**config.mk**
```make
export PLATFORM = sky130hd
export DESIGN_NAME = aas_sequencer
export DESIGN_NICKNAME = d
export VERILOG_FILES = /design/src/common/aas_pkg.sv /design/src/logic/aas_sequencer.sv
export SDC_FILE = /design/constraint.sdc
export NUM_CORES = 1
export LEC_CHECK = 0
export BUFFER_PORTS_ARGS = -buffer_cell sky130_fd_sc_hd__buf_2
export CORE_UTILIZATION = 24
export CTS_BUF_LIST = sky130_fd_sc_hd__clkbuf_4 sky130_fd_sc_hd__clkbuf_8
export DETAILED_ROUTE_END_ITERATION = 7
export PLACE_DENSITY_LB_ADDON = 0.08
export REMOVE_ABC_BUFFERS = 1
export SLEW_MARGIN = 20
export SYNTH_ARGS = -nofsm -noshare
export SYNTH_HDL_FRONTEND = slang
export SYNTH_SLANG_ARGS = --single-unit
export TNS_END_PERCENT = 100
```
**constraint.sdc**
```tcl
create_clock -name clock -period 3.95 [get_ports clock]
set_clock_uncertainty 0.2 [all_clocks]
set_input_delay 1.185 -clock clock [delete_from_list [all_inputs] [get_ports clock]]
set_output_delay 1.185 -clock clock [all_outputs]
set_load 0.03 [all_outputs]
```
**src/common/aas_pkg.sv**
```systemverilog
// Shared constants and types of the autoscan converter sequencer.
// Assumes a 40 MHz core clock and an 8-bit synchronous result from the analog macro.
package aas_pkg;
  // Conversion timing in core cycles
  localparam int unsigned CONV_CYCLES = 138;
  localparam int unsigned SAMPLE_CYCLES = 84;
  localparam logic [7:0] CONV_LAST = 8'(CONV_CYCLES - 1);
  localparam logic [7:0] SAMPLE_END = 8'(SAMPLE_CYCLES);
  localparam logic [2:0] LAST_CH = 3'h7;
  localparam logic [2:0] WD_CH_A = 3'h6;
  // Register indices; byte address is four times the index
  localparam logic [5:0] IDX_DATA0 = 6'h00;
  localparam logic [5:0] IDX_LT6 = 6'h08;
  localparam logic [5:0] IDX_LT7 = 6'h09;
  localparam logic [5:0] IDX_UT6 = 6'h0a;
  localparam logic [5:0] IDX_UT7 = 6'h0b;
  localparam logic [5:0] IDX_CRR = 6'h0c;
  localparam logic [5:0] IDX_CLR = 6'h0d;
  localparam logic [5:0] IDX_ICR = 6'h0e;
  // Control logic register fields
  localparam int unsigned CLR_RUN = 0;
  localparam int unsigned CLR_CONT = 1;
  localparam int unsigned CLR_BIAS = 2;
  localparam int unsigned CLR_TMR_EN = 3;
  localparam int unsigned CLR_PIN_EN = 4;
  localparam int unsigned CLR_FIRST = 5;
  localparam logic [7:0] CLR_RESET = 8'h00;
  // Interrupt control register fields
  localparam int unsigned ICR_WD_EN = 4;
  localparam int unsigned ICR_EOS_EN = 5;
  localparam int unsigned ICR_WD_PEND = 6;
  localparam int unsigned ICR_EOS_PEND = 7;
  localparam logic [7:0] ICR_RESET = 8'h00;
  // Compare flags, kept as the upper nibble
  localparam int unsigned CRR_C6L = 0;
  localparam int unsigned CRR_C7L = 1;
  localparam int unsigned CRR_C6U = 2;
  localparam int unsigned CRR_C7U = 3;
  localparam logic [3:0] CRR_LOW_ONES = 4'hf;
  localparam logic [1:0] RESP_OKAY = 2'h0;
  localparam logic [1:0] RESP_SLVERR = 2'h2;

  typedef enum logic {SEQ_IDLE, SEQ_CONVERT} aas_seq_t;

  typedef struct packed {
    logic [2:0] channel;
    logic sample;
    logic convert;
    logic biasEn;
  } aas_ana_t;
endpackage

```
**src/logic/aas_sequencer.sv**
```systemverilog
// Autoscan sequencer of an eight-channel 8-bit converter with AXI4-Lite registers.
// Assumes the analog macro presents a settled result on the last conversion cycle.
// Function
// (RL1) Conversion 138 cycles, first 84 sampling.
// (RL2) Continuous bit one, otherwise single mode.
// (RL3) Start at first channel, step to 7.
// (RL4) While running, convert and store per channel.
// (RL5) Single: clear run after 7, raise end.
// (RL6) Continuous: restart at first channel after 7.
// (RL7) End request whenever channel 7 finishes.
// (RL8) New result overwrites the data register.
// (RL9) Two triggers gated separately then ORed.
// (RL10) Accepted trigger sets the run bit.
// (RL11) Continuous mode ignores later trigger pulses.
// (RL12) Trigger while run set is ignored.
// (RL13) Triggers low one cycle, spaced apart.
// (RL14) Software enables only one trigger source.
// (RL15) Channels 6/7 out of window flag watchdog.
// (RL16) Compare register low nibble reads ones.
// (RL17) Flags cleared by reset or pending clear.
// (RL18) Bias on 60 us before first start.
// (RL19) Bias bit zero at reset and halt.
// (RL20) Watchdog pending is interrupt control bit 6.
// (RL21) Watchdog request served before end request.
// (RL22) Software clears pending; setting raises request.
// (RL23) Control write aborts and restarts scanning.
// (RL24) Compare bits 7..4: 7U,6U,7L,6L.
// (RL25) First channel in control bits 7..5.
// (RL26) Unconverted channels keep their data.
`timescale 1ns/1ps
`default_nettype none
module aas_sequencer
  import aas_pkg::*;
#(
  parameter int unsigned ADDR_W = 8
) (
  // Clock and reset
  input wire logic clock,
  input wire logic nrst,
  // AXI4-Lite slave
  input wire logic s_axi_awvalid,
  output logic s_axi_awready,
  input wire logic [ADDR_W-1:0] s_axi_awaddr,
  input wire logic s_axi_wvalid,
  output logic s_axi_wready,
  input wire logic [31:0] s_axi_wdata,
  input wire logic [3:0] s_axi_wstrb,
  output logic s_axi_bvalid,
  input wire logic s_axi_bready,
  output logic [1:0] s_axi_bresp,
  input wire logic s_axi_arvalid,
  output logic s_axi_arready,
  input wire logic [ADDR_W-1:0] s_axi_araddr,
  output logic s_axi_rvalid,
  input wire logic s_axi_rready,
  output logic [31:0] s_axi_rdata,
  output logic [1:0] s_axi_rresp,
  // Triggers and system state
  input wire logic pinTriggerInput,
  input wire logic timerEventTrigger,
  input wire logic haltReq,
  // Analog macro
  input wire logic [7:0] anaResult,
  output aas_ana_t anaCtl,
  // Interrupt requests
  output logic irqReq,
  output logic irqSrcWatchdog,
  output logic endOfSequenceIrq,
  output logic watchdogIrq
);
  logic pinSync1_q, pinSync2_q, pinPrev_q;
  logic timerPrev_q;
  logic awHeld_q, awHeld_d, wHeld_q, wHeld_d;
  logic [5:0] awIdx_q, awIdx_d;
  logic [7:0] wByte_q, wByte_d;
  logic wLane_q, wLane_d;
  logic bValid_q, bValid_d, rValid_q, rValid_d;
  logic [1:0] bResp_q, bResp_d, rResp_q, rResp_d;
  logic [31:0] rData_q, rData_d;
  logic [7:0] data_q [8];
  logic [7:0] data_d [8];
  logic [7:0] lt6_q, lt6_d, lt7_q, lt7_d, ut6_q, ut6_d, ut7_q, ut7_d;
  logic [3:0] crr_q, crr_d;
  logic [7:0] ctrl_q, ctrl_d, icr_q, icr_d;
  aas_seq_t seq_q, seq_d;
  logic [2:0] ch_q, ch_d;
  logic [7:0] cnt_q, cnt_d;
  logic doWrite, wrEn, ctrlWr, icrWr, trigEvent, trigAccept, endConv;
  logic [3:0] cmpHit;
  logic [5:0] arIdx;

  function automatic logic idxMapped(input logic [5:0] idx);
    return idx <= IDX_ICR;
  endfunction

  function automatic logic [7:0] readReg(input logic [5:0] idx);
    logic [7:0] v;
    v = 8'h00;
    if (idx < IDX_LT6) begin
      v = data_q[idx[2:0]];
    end else begin
      unique case (idx)
        IDX_LT6: v = lt6_q;
        IDX_LT7: v = lt7_q;
        IDX_UT6: v = ut6_q;
        IDX_UT7: v = ut7_q;
        IDX_CRR: v = {crr_q, CRR_LOW_ONES}; // see (RL16) (RL24)
        IDX_CLR: v = ctrl_q;
        IDX_ICR: v = icr_q;
        default: v = 8'h00;
      endcase
    end
    return v;
  endfunction

  // Pin trigger crosses in from outside; timer event is on this clock
  always_ff @(posedge clock or negedge nrst) begin
    if (!nrst) begin
      pinSync1_q <= 1'b1;
      pinSync2_q <= 1'b1;
      pinPrev_q <= 1'b1;
      timerPrev_q <= 1'b0;
    end else begin
      pinSync1_q <= pinTriggerInput;
      pinSync2_q <= pinSync1_q;
      pinPrev_q <= pinSync2_q;
      timerPrev_q <= timerEventTrigger;
    end
  end

  // Falling pin edge, rising timer edge, each behind its own enable
  assign trigEvent = (ctrl_q[CLR_PIN_EN] && pinPrev_q && !pinSync2_q)
                   || (ctrl_q[CLR_TMR_EN] && timerEventTrigger && !timerPrev_q); // see (RL9)
  // Run bit set covers both busy and continuous flow
  assign trigAccept = trigEvent && !ctrl_q[CLR_RUN] && !ctrlWr; // see (RL11) (RL12)

  assign doWrite = awHeld_q && wHeld_q && !bValid_q;
  assign wrEn = doWrite && wLane_q && idxMapped(awIdx_q);
  assign ctrlWr = wrEn && (awIdx_q == IDX_CLR);
  assign icrWr = wrEn && (awIdx_q == IDX_ICR);
  assign endConv = (seq_q == SEQ_CONVERT) && (cnt_q == CONV_LAST);
  assign arIdx = s_axi_araddr[7:2];

  always_comb begin
    cmpHit = 4'h0;
    if (endConv && ch_q == WD_CH_A) begin
      cmpHit[CRR_C6U] = anaResult >= ut6_q; // see (RL15)
      cmpHit[CRR_C6L] = anaResult < lt6_q;
    end
    if (endConv && ch_q == LAST_CH) begin
      cmpHit[CRR_C7U] = anaResult >= ut7_q;
      cmpHit[CRR_C7L] = anaResult < lt7_q;
    end
  end

  // Bus slave: address and data taken in either order
  always_comb begin
    awHeld_d = awHeld_q;
    awIdx_d = awIdx_q;
    wHeld_d = wHeld_q;
    wByte_d = wByte_q;
    wLane_d = wLane_q;
    bValid_d = bValid_q;
    bResp_d = bResp_q;
    rValid_d = rValid_q;
    rResp_d = rResp_q;
    rData_d = rData_q;
    if (s_axi_awvalid && !awHeld_q) begin
      awHeld_d = 1'b1;
      awIdx_d = s_axi_awaddr[7:2];
    end
    if (s_axi_wvalid && !wHeld_q) begin
      wHeld_d = 1'b1;
      wByte_d = s_axi_wdata[7:0];
      wLane_d = s_axi_wstrb[0];
    end
    if (doWrite) begin
      awHeld_d = 1'b0;
      wHeld_d = 1'b0;
      bValid_d = 1'b1;
      bResp_d = idxMapped(awIdx_q) ? RESP_OKAY : RESP_SLVERR;
    end else if (bValid_q && s_axi_bready) begin
      bValid_d = 1'b0;
    end
    if (s_axi_arvalid && !rValid_q) begin
      rValid_d = 1'b1;
      rResp_d = idxMapped(arIdx) ? RESP_OKAY : RESP_SLVERR;
      rData_d = {24'h000000, readReg(arIdx)};
    end else if (rValid_q && s_axi_rready) begin
      rValid_d = 1'b0;
    end
  end

  // Register file and sequencer
  always_comb begin
    data_d = data_q;
    lt6_d = lt6_q;
    lt7_d = lt7_q;
    ut6_d = ut6_q;
    ut7_d = ut7_q;
    crr_d = crr_q;
    ctrl_d = ctrl_q;
    icr_d = icr_q;
    seq_d = seq_q;
    ch_d = ch_q;
    cnt_d = cnt_q;
    if (wrEn) begin
      if (awIdx_q < IDX_LT6) begin
        data_d[awIdx_q[2:0]] = wByte_q;
      end
      unique case (awIdx_q)
        IDX_LT6: lt6_d = wByte_q;
        IDX_LT7: lt7_d = wByte_q;
        IDX_UT6: ut6_d = wByte_q;
        IDX_UT7: ut7_d = wByte_q;
        IDX_CRR: crr_d = crr_q & wByte_q[7:4];
        IDX_CLR: ctrl_d = wByte_q;
        IDX_ICR: icr_d = wByte_q; // see (RL22)
        default: ;
      endcase
    end
    // Pending clear also drops the compare flags
    if (icrWr && icr_q[ICR_WD_PEND] && !wByte_q[ICR_WD_PEND]) begin
      crr_d = 4'h0; // see (RL17)
    end
    if (trigAccept) begin
      ctrl_d[CLR_RUN] = 1'b1; // see (RL10)
    end
    if (ctrlWr) begin
      // Any control write aborts the scan; it restarts from the first channel only if the written run and bias bits are set
      seq_d = SEQ_IDLE; // see (RL23)
      cnt_d = 8'h00;
    end else begin
      unique case (seq_q)
        SEQ_IDLE: begin
          // Bias off disables the converter entirely
          if (ctrl_q[CLR_RUN] && ctrl_q[CLR_BIAS]) begin
            seq_d = SEQ_CONVERT; // see (RL4)
            ch_d = ctrl_q[CLR_FIRST +: 3]; // see (RL3) (RL25)
            cnt_d = 8'h00;
          end
        end
        SEQ_CONVERT: begin
          if (!ctrl_q[CLR_RUN] || !ctrl_q[CLR_BIAS]) begin
            seq_d = SEQ_IDLE;
            cnt_d = 8'h00;
          end else if (endConv) begin
            // Only the converted channel is touched
            data_d[ch_q] = anaResult; // see (RL8) (RL26)
            cnt_d = 8'h00;
            if (ch_q == LAST_CH) begin
              icr_d[ICR_EOS_PEND] = 1'b1; // see (RL7)
              ch_d = ctrl_q[CLR_FIRST +: 3]; // see (RL6)
              if (!ctrl_q[CLR_CONT]) begin
                ctrl_d[CLR_RUN] = 1'b0; // see (RL2) (RL5)
                seq_d = SEQ_IDLE;
              end
            end else begin
              ch_d = ch_q + 3'h1; // see (RL3)
            end
          end else begin
            cnt_d = cnt_q + 8'h01; // see (RL1)
          end
        end
      endcase
    end
    // Hardware sets win over a clear in the same cycle
    crr_d = crr_d | cmpHit;
    if (cmpHit != 4'h0) begin
      icr_d[ICR_WD_PEND] = 1'b1; // see (RL20)
    end
    if (haltReq) begin
      ctrl_d[CLR_BIAS] = 1'b0; // see (RL19)
    end
  end

  always_ff @(posedge clock or negedge nrst) begin
    if (!nrst) begin
      awHeld_q <= 1'b0;
      awIdx_q <= 6'h00;
      wHeld_q <= 1'b0;
      wByte_q <= 8'h00;
      wLane_q <= 1'b0;
      bValid_q <= 1'b0;
      bResp_q <= RESP_OKAY;
      rValid_q <= 1'b0;
      rResp_q <= RESP_OKAY;
      rData_q <= 32'h00000000;
    end else begin
      awHeld_q <= awHeld_d;
      awIdx_q <= awIdx_d;
      wHeld_q <= wHeld_d;
      wByte_q <= wByte_d;
      wLane_q <= wLane_d;
      bValid_q <= bValid_d;
      bResp_q <= bResp_d;
      rValid_q <= rValid_d;
      rResp_q <= rResp_d;
      rData_q <= rData_d;
    end
  end

  always_ff @(posedge clock or negedge nrst) begin
    if (!nrst) begin
      for (int i = 0; i < 8; i++) begin
        data_q[i] <= 8'h00;
      end
      lt6_q <= 8'h00;
      lt7_q <= 8'h00;
      ut6_q <= 8'h00;
      ut7_q <= 8'h00;
      crr_q <= 4'h0; // see (RL17)
      ctrl_q <= CLR_RESET; // see (RL19)
      icr_q <= ICR_RESET;
      seq_q <= SEQ_IDLE;
      ch_q <= 3'h0;
      cnt_q <= 8'h00;
    end else begin
      data_q <= data_d;
      lt6_q <= lt6_d;
      lt7_q <= lt7_d;
      ut6_q <= ut6_d;
      ut7_q <= ut7_d;
      crr_q <= crr_d;
      ctrl_q <= ctrl_d;
      icr_q <= icr_d;
      seq_q <= seq_d;
      ch_q <= ch_d;
      cnt_q <= cnt_d;
    end
  end

  assign s_axi_awready = !awHeld_q;
  assign s_axi_wready = !wHeld_q;
  assign s_axi_bvalid = bValid_q;
  assign s_axi_bresp = bResp_q;
  assign s_axi_arready = !rValid_q;
  assign s_axi_rvalid = rValid_q;
  assign s_axi_rdata = rData_q;
  assign s_axi_rresp = rResp_q;

  assign anaCtl = '{
    channel: ch_q,
    sample: (seq_q == SEQ_CONVERT) && (cnt_q < SAMPLE_END), // see (RL1)
    convert: seq_q == SEQ_CONVERT,
    biasEn: ctrl_q[CLR_BIAS]
  };

  assign watchdogIrq = icr_q[ICR_WD_PEND] && icr_q[ICR_WD_EN];
  assign endOfSequenceIrq = icr_q[ICR_EOS_PEND] && icr_q[ICR_EOS_EN];
  assign irqReq = watchdogIrq || endOfSequenceIrq;
  // Watchdog wins; end request stays pending
  assign irqSrcWatchdog = watchdogIrq; // see (RL21)
endmodule // aas_sequencer
`default_nettype wire

```
Word level (Yosys, flattened, before mapping) --
Cells that the tools add are included.
Word-level totals: bits in registers 163, input bits 70, output and inout bits 51, word-level logic and storage cells 208
Operators by class: $add $sub $neg 2, equality and inequality tests 21, mux-type cells 69, order comparisons 14, bitwise gates (word level) 7, reduce and logical (&&, ||, !) cells 59
Operator list (number):
- 64-bit two-way mux | 6
- 64-bit bitwise mux | 2
- 8-bit two-way mux | 11
- 6-bit by 4-bit == test with 1-bit output, second input constant | 14
- 8-bit one-hot mux with 7 select lines | 1
- 8-bit demux with 3-bit select | 2
- 1-bit two-way mux | 32
- 1-bit logical AND | 28
- 8-bit binary-select mux with 3-bit select | 1
- 3-bit two-way mux | 6
- 8-bit greater-or-equal comparator | 2
- 8-bit less-than comparator | 2
- 8-bit one-hot mux with 2 select lines | 1
- 2-bit AND reduction | 8
- 2-bit nonzero test | 8
- 4-bit greater-or-equal comparator, second input constant | 3
- 6-bit by 4-bit less-or-equal comparator with 1-bit output, second input constant | 2
- 6-bit by 4-bit less-than comparator with 1-bit output, second input constant | 2
- 4-bit two-way mux | 3
- 3-bit NOT with 4-bit output | 3
- 1-bit logical NOT | 10
- 8-bit by 1-bit adder with 8-bit output, second input constant | 1
- 8-bit == test, second input constant | 1
- 4-bit by 1-bit less-than comparator with 1-bit output, second input constant | 2
- other kinds (15) | 21

Logic depth before layout (Yosys ltp) --
Gate-level depths: netlist of run 1.
depth in word-level cells 14, mapped depth 9, gate-level depth less buffers 7

Least setup slack after synthesis of run 1 --
OpenSTA, ideal clock, no wires.
kind input to register, start input port anaResult[0], end register icr_q[6], cell stages on the path 8, path slack 1.150 ns, path buffers 1, required time 3.614 ns, arrival 2.464 ns, cells stage by stage clkbuf_1 -> inv_1 -> ha_1 -> nand2b_1 -> a21oi_1 -> o21ai_0 -> a211oi_2 -> nand4_1
On the way: longest elaborated chain between the ends 5
Ends and longest elaborated chain:
- start, declared | RTL line aas_sequencer.sv:63 | input wire logic [7:0] anaResult,
- 8-bit less-than comparator (tied with other cells) | RTL line aas_sequencer.sv:148 | cmpHit[CRR_C6L] = anaResult < lt6_q;
- 1-bit two-way mux, on equally long branches | RTL line aas_sequencer.sv:146, aas_sequencer.sv:150
- 4-bit nonzero test * | RTL line aas_sequencer.sv:269 | if (cmpHit != 4'h0) begin
- 2-bit nonzero test (no source line)
- 2-bit AND reduction (no source line)
- end signal, assigned | RTL line aas_sequencer.sv:326 | icr_q <= icr_d;
- end, declared | RTL line aas_sequencer.sv:84 | logic [7:0] ctrl_q, ctrl_d, icr_q, icr_d;
Every way passes the cells marked *; elsewhere a longest branch is shown, timed or not. A chain may end at the register's enable or synchronous reset.

==> metrics.md, run 1 <==
| Metric | Value |
|---|---|
| Total Die Area | `39800 um^2` |
| Crit path arrival time | `1.84 ns` |
| WP data required | `approximately 2.6 ns` |
| Fmax | `310 MHz` |
| Share of synthesized registers carrying an async set or reset | `1.00` |
| Placed cell area | `10100 um^2` |
| Final worst path period share | `0.817` |
| Maximum buffer depth of the clock tree | `2` |
| Post-layout util | `0.275` |
| Max_slew headroom | `0.315` |
| Setup_tns | `0 ns` |
| Hold Crit Class | `register to register` |
| FF+latch count, synth | `around 160` |
| Largest fanout on the critical path | `9` |
| Highest-delay cell along the critical path | `dfrtp_1` |
| Power Total | `approximately 6.3 mW` |
| Via density | `4.42` |
| Largest net degree at the start of global routing | `just over 60` |
| Clock-pin slew on the worst setup and hold paths | `~0.11 ns` |
| Vias in the first global route | `around 6500` |
| Final #Nets | `1005` |
| Total gr overflow | `0` |
| Number of synthesized flops with an enable pin | `0` |
| Slew at the pin closest to its max-slew limit | `1.03 ns` |
| Share of cells above drive strength 1 | `0.240` |
| TritonCTS Buffers | `17` |
| Die W | `199 um` |
| Yosys warns | `0` |
| Synth unique cells | `71` |
| Status | `finished clean` |
| # diodes | `0` |
| Initial antenna violation count | `1` |
| Critical Path Source Type | `register` |
| Synth area leaders | `dfrtp_1 (42%), mux2i_1 (8.2%), mux2_2 (5.5%)` |
| Average routed wire per standard cell | `about 20 um` |
| Core box area | `38000 um^2` |
| Layout area overhead | `11.9%` |
| First-pass GRT wire length | `43900 um` |
| CP bufs+invs | `2` |
| Routability congestion estimate | `slightly above 0.7` |
| Hold buffer count at CTS | `0` |
| Cell Area, Synth | `9360 um^2` |
| Syn Area/Cell | `11.0 um^2` |
| Fin crit period | `3.23 ns` |
| First drt pass iteration count | `5` |
| Post-CTS sizing | `0` |
| Die Y | `199 um` |
| Largest delay share family, worst path | `flip-flops` |
| VDD IR max | `0.181 mV` |
| DR vias | `6292` |
| DR DRC count | `0` |
| Detail Route Antenna Nets | `0` |
| WL final | `28700 um` |
| Port Buffers | `63` |
| Slowest stage delay, CP | `0.58 ns` |
| GRT Overall Usage | `0.153` |
| CTS H-tree lvls | `4` |
| Post-Synthesis Cells | `852` |
| # IOs | `between 100 and 150` |
| Leak Pwr | `5.22 nW` |
| Root Buffer | `clkbuf_8` |
| RSZ-0062 raised after global routing | `false` |
| Ys flop type | `dfrtp_1` |
| Slew Limit Fails | `0` |
| CTS tree | `yes` |
| Row cnt | `between 70 and 80` |
| DPL Wire Length | `between 20000 and 25000 um` |
| Worst Setup End Kind | `output port` |
| Post-CTS Setup Inserts | `0` |
| Cell breakdown of the critical path | `inv_1 -> a211oi_1 -> buf_2` |
| Final hold violation count | `0` |
| Final Cell Area | `approximately 10000 um^2` |
| Clk_lat worst skew | `about 0.48 ns` |
| Top-area cell type share of the netlist area | `0.423` |
| Initial drt markers | `393` |
| CP Class | `register to output port` |
| Endpoints failing setup | `0` |
| Register area share after synthesis | `0.431` |
| Area leader, netlist | `dfrtp_1` |
| Max Cap Violations | `0` |
| CTS Sinks | `161` |
| Initial Util | `0.246` |
| Pwr Density | `605 nW/um^2` |
## flip-flops by register name, summed over array words and instances (netlist names), 3 cells and up
| signal | flops |
|---|---|
| icr_q | 8 |
| data_q | 64 |
| lt6_q | 8 |
| cnt_q | 8 |
| awIdx_q | 6 |
| ut6_q | 8 |
| crr_q | 4 |
| lt7_q | 8 |
| ctrl_q | 8 |
| wByte_q | 8 |
| ch_q | 3 |
| s_axi_rdata | 8 |
| ut7_q | 8 |
## cell usage in the layout, fill, tap and decap left out, types with 8 or more instances in the layout
cell | synthesis | final
nand2_1 | 30 | 30
mux2_2 | 46 | 46
a21oi_1 | 79 | 79
nor2b_1 | 8 | 8
a21o_1 | 8 | 8
dfrtp_1 | 158 | 158
conb_1 | 1 | 26
buf_4 | 29 | 18
mux2_4 | 8 | 8
mux2i_1 | 77 | 77
o21ai_0 | 39 | 39
mux4_2 | 15 | 15
nor2_1 | 94 | 94
buf_2 | 14 | 62
ha_1 | 35 | 35
clkbuf_8 | 0 | 19
and3_1 | 9 | 9
nand4_2 | 9 | 9
inv_1 | 37 | 37
## layer usage
metal / global-route usage / wire (um)
met5: 0 / 0
met3: 0.0257 / 750
met2: 0.241 / 13200
met1: 0.220 / 14500
met4: 0.0297 / 196
## synthesized netlist by cell type, types with 9 or more instances
cell type	number
dfrtp_1	158
nor2_1	94
a21oi_1	79
mux2i_1	77
mux2_2	46
o21ai_0	39
inv_1	37
ha_1	35
nand2_1	30
buf_4	29
clkbuf_1	17
mux4_2	15
buf_2	14
buf_6	13
and3_1	9
nand4_2	9
## report_power, final
part | leakage, nW | switching, mW | internal, mW
clock network | 0.193 | 0.727 | 0.606
logic | 3.04 | 1.02 | 0.960
registers | 1.99 | 0.732 | 2.29
total | 5.22 | 2.48 | 3.85
## through the flow
stage	std cells	worst slack, ns	hold slack (ns)
global placement	1392	0.578	0.153
detailed placement	1392	0.584	0.147
CTS	1424	0.590	0.169
global route	1424	0.569	0.173
floorplan	797	0.967	0.145
finish	1424	0.724	0.169
## kinds of logic after synthesis
| group | share of synthesized area |
|---|---|
| simple gates | 0.141 |
| xor+xnor | 0.00187 |
| other cells | 0.000401 |
| flops | 0.431 |
| fa+ha+maj | 0.0468 |
| mux | 0.192 |
| buf+inv | 0.0740 |
| compound gates | 0.112 |
## final cells by class
cell class | instances | area, um^2
multi-input cells | 599 | 4720
clock inverters | 13 | 153
repair buffers | 84 | 517
inverters | 37 | 139
flip-flops and latches | 161 | 4030
well taps | 511 | 639
clock buffers | 19 | 262
fillers | 4058 | 27600
## path summary, 6_finish.rpt
kind | from | end | slack, ns | cells after the start
min in group asynchronous | nrst | ut7_q[7] | 0.50 | 1
hold reg to reg | pinSync1_q | pinSync2_q | 0.17 | 0
setup reg to reg | s_axi_bvalid | cnt_q[3] | 1.32 | 6
hold / removal | pinSync1_q | pinSync2_q | 0.17 | 0
max in group asynchronous | nrst | lt7_q[2] | 2.29 | 2
setup / recovery | seq_q | anaCtl[2] | 0.72 | 3
(Power assumes the default switching activity.)
==> run 2: changes to the inputs <==
Clock period 3.95 ns to 3.3 ns, I/O delays scaled along.
==> run 2 against run 1 <==
  * Cell count up 1.3%
  * Die area stayed put
  * Cell area up 0.97%
  * Wire length is 3.8% higher
  * Critical path depth did not move
==> metrics.md, run 2 (synthesized netlist as in run 1, its figures left out) <==
| Metric | Value |
|---|---|
| Power Total | `between 7 and 8 mW` |
| TritonCTS Buffers | `17` |
| Post-CTS sizing | `0` |
| Layout area overhead | `13.0%` |
| Final hold slack | `between 0.15 and 0.2 ns` |
| DPL Wire Length | `21400 um` |
| Largest fanout on the critical path | `9` |
| VDD IR max | `0.272 mV` |
| GRT Overall Usage | `0.158` |
| Most common cell after layout, fill and taps aside | `dfrtp_1` |
| Initial Util | `0.246` |
| Average routed wire per standard cell | `20.6 um` |
| Clk_lat worst skew | `0.47 ns` |
| Post-CTS Setup Inserts | `0` |
| Hold_sp | `pinSync1_q` |
| DR vias | `6469` |
| Leak Pwr | `5.32 nW` |
| DR DRC count | `0` |
| Total Die Area | `39800 um^2` |
| Vias in the first global route | `between 6000 and 7000` |
| First-pass GRT wire length | `44700 um` |
| WP data required | `2.11 ns` |
| CP bufs+invs | `2` |
| Initial antenna violation count | `0` |
| Highest-delay cell along the critical path | `dfrtp_1` |
| Hold Crit Class | `register to register` |
| Post-Place Setup Slack | `0.0773 ns` |
| Final Cell Area | `10600 um^2` |
| Crit path arrival time | `1.86 ns` |
| WP depth | `3` |
| CTS Sinks | `161` |
| Post-route setup slack | `0.248 ns` |
| # IOs | `~120` |
| Max_slew headroom | `0.301` |
| Most frequent cells in the layout | `dfrtp_1 (158), nor2_1 (94), a21oi_1 (79), mux2i_1 (77), buf_2 (62)` |
| Setup_tns | `0 ns` |
| Post-layout util | `0.278` |
| Placed cell area | `a little over 10000 um^2` |
| Final worst path period share | `0.925` |
| Cell breakdown of the critical path | `inv_1 -> a211oi_1 -> buf_2` |
| Slew Limit Fails | `0` |
| Die Y | `199 um` |
| Total gr overflow | `0` |
| Worst Setup End Kind | `output port` |
| Largest delay share family, worst path | `flip-flops` |
| Finished Layout Cells | `~1400` |
| Max Cap Violations | `0` |
| Reg-to-Reg End | `data_q[55]` |
| R2r startpoint | `awIdx_q[0]` |
| CTS H-tree lvls | `4` |
| Slowest stage delay, CP | `0.62 ns` |
| Initial drt markers | `~270` |
| Via density | `4.48` |
| Fin crit period | `3.05 ns` |
| Endpoints failing setup | `0` |
| Pwr Density | `712 nW/um^2` |
| Biggest register | `data_q` |
| Final hold violation count | `0` |
| Largest net degree at the start of global routing | `56` |
| Routability congestion estimate | `0.752` |
| # diodes | `0` |
| Fmax | `between 300 and 400 MHz` |
| Worst setup path startpoint | `seq_q` |
| WL final | `29700 um` |
| Row cnt | `just over 70` |
| Status | `finished clean` |
| CP Class | `register to output port` |
| Critical Path Source Type | `register` |
| Hold buffer count at CTS | `0` |
| RSZ-0062 raised after global routing | `false` |
| Placed cells | `1414` |
| Core box area | `38000 um^2` |
| Root Buffer | `clkbuf_8` |
| Clock-pin slew on the worst setup and hold paths | `0.08 ns` |
| First drt pass iteration count | `5` |
| CTS tree | `yes` |
| Final #Nets | `1027` |
| Slew at the pin closest to its max-slew limit | `1.05 ns` |
| CP endpoint | `anaCtl[2]` |
| R2r worst-path depth | `5` |
| R2r setup slk | `0.73 ns` |
| Maximum buffer depth of the clock tree | `2` |
| Number of fill cells | `4055` |
| Largest register FFs | `64` |
| Detail Route Antenna Nets | `0` |
| Die W | `199 um` |
| Port Buffers | `63` |
| Hold path cells | `0` |
| Share of cells above drive strength 1 | `0.255` |
## run 2: per-layer routing
layer	global-route usage	vias to the layer above	routed length (um)
met5	0	-	0
met4	0.0472	0	470
met3	0.0250	15	723
met2	0.238	91	13100
met1	0.229	3220	15400
li1	-	3143	-
## run 2: report_power, final
group | switching, mW | leakage [nW] | total, mW | internal (mW)
logic | 1.25 | 3.14 | 2.45 | 1.21
registers | 0.902 | 1.99 | 3.64 | 2.74
clock network | 0.771 | 0.185 | 1.43 | 0.656
total | 2.92 | 5.32 | 7.52 | 4.60
## run 2: worst min-delay path by stage
| stage | end | slack, ns |
|---|---|---|
| after detailed placement | pinSync2_q | 0.15 |
| after global routing | pinSync2_q | 0.17 |
| after global placement | pinSync2_q | 0.16 |
| final | pinSync2_q | 0.17 |
| after floorplan | pinSync2_q | 0.15 |
| after CTS | pinSync2_q | 0.17 |
## run 2: layout make-up
cell class / count / area [um^2] / area share
Sequential cell: 161 / 4030 / 0.382
Clock inverter: 4 / 25.0 / 0.00237
Multi-Input combinational cell: 599 / 4720 / 0.447
Timing Repair Buffer: 106 / 669 / 0.0633
Tap cell: 511 / 639 / 0.0605
Clock buffer: 25 / 338 / 0.0320
Inverter: 37 / 139 / 0.0131
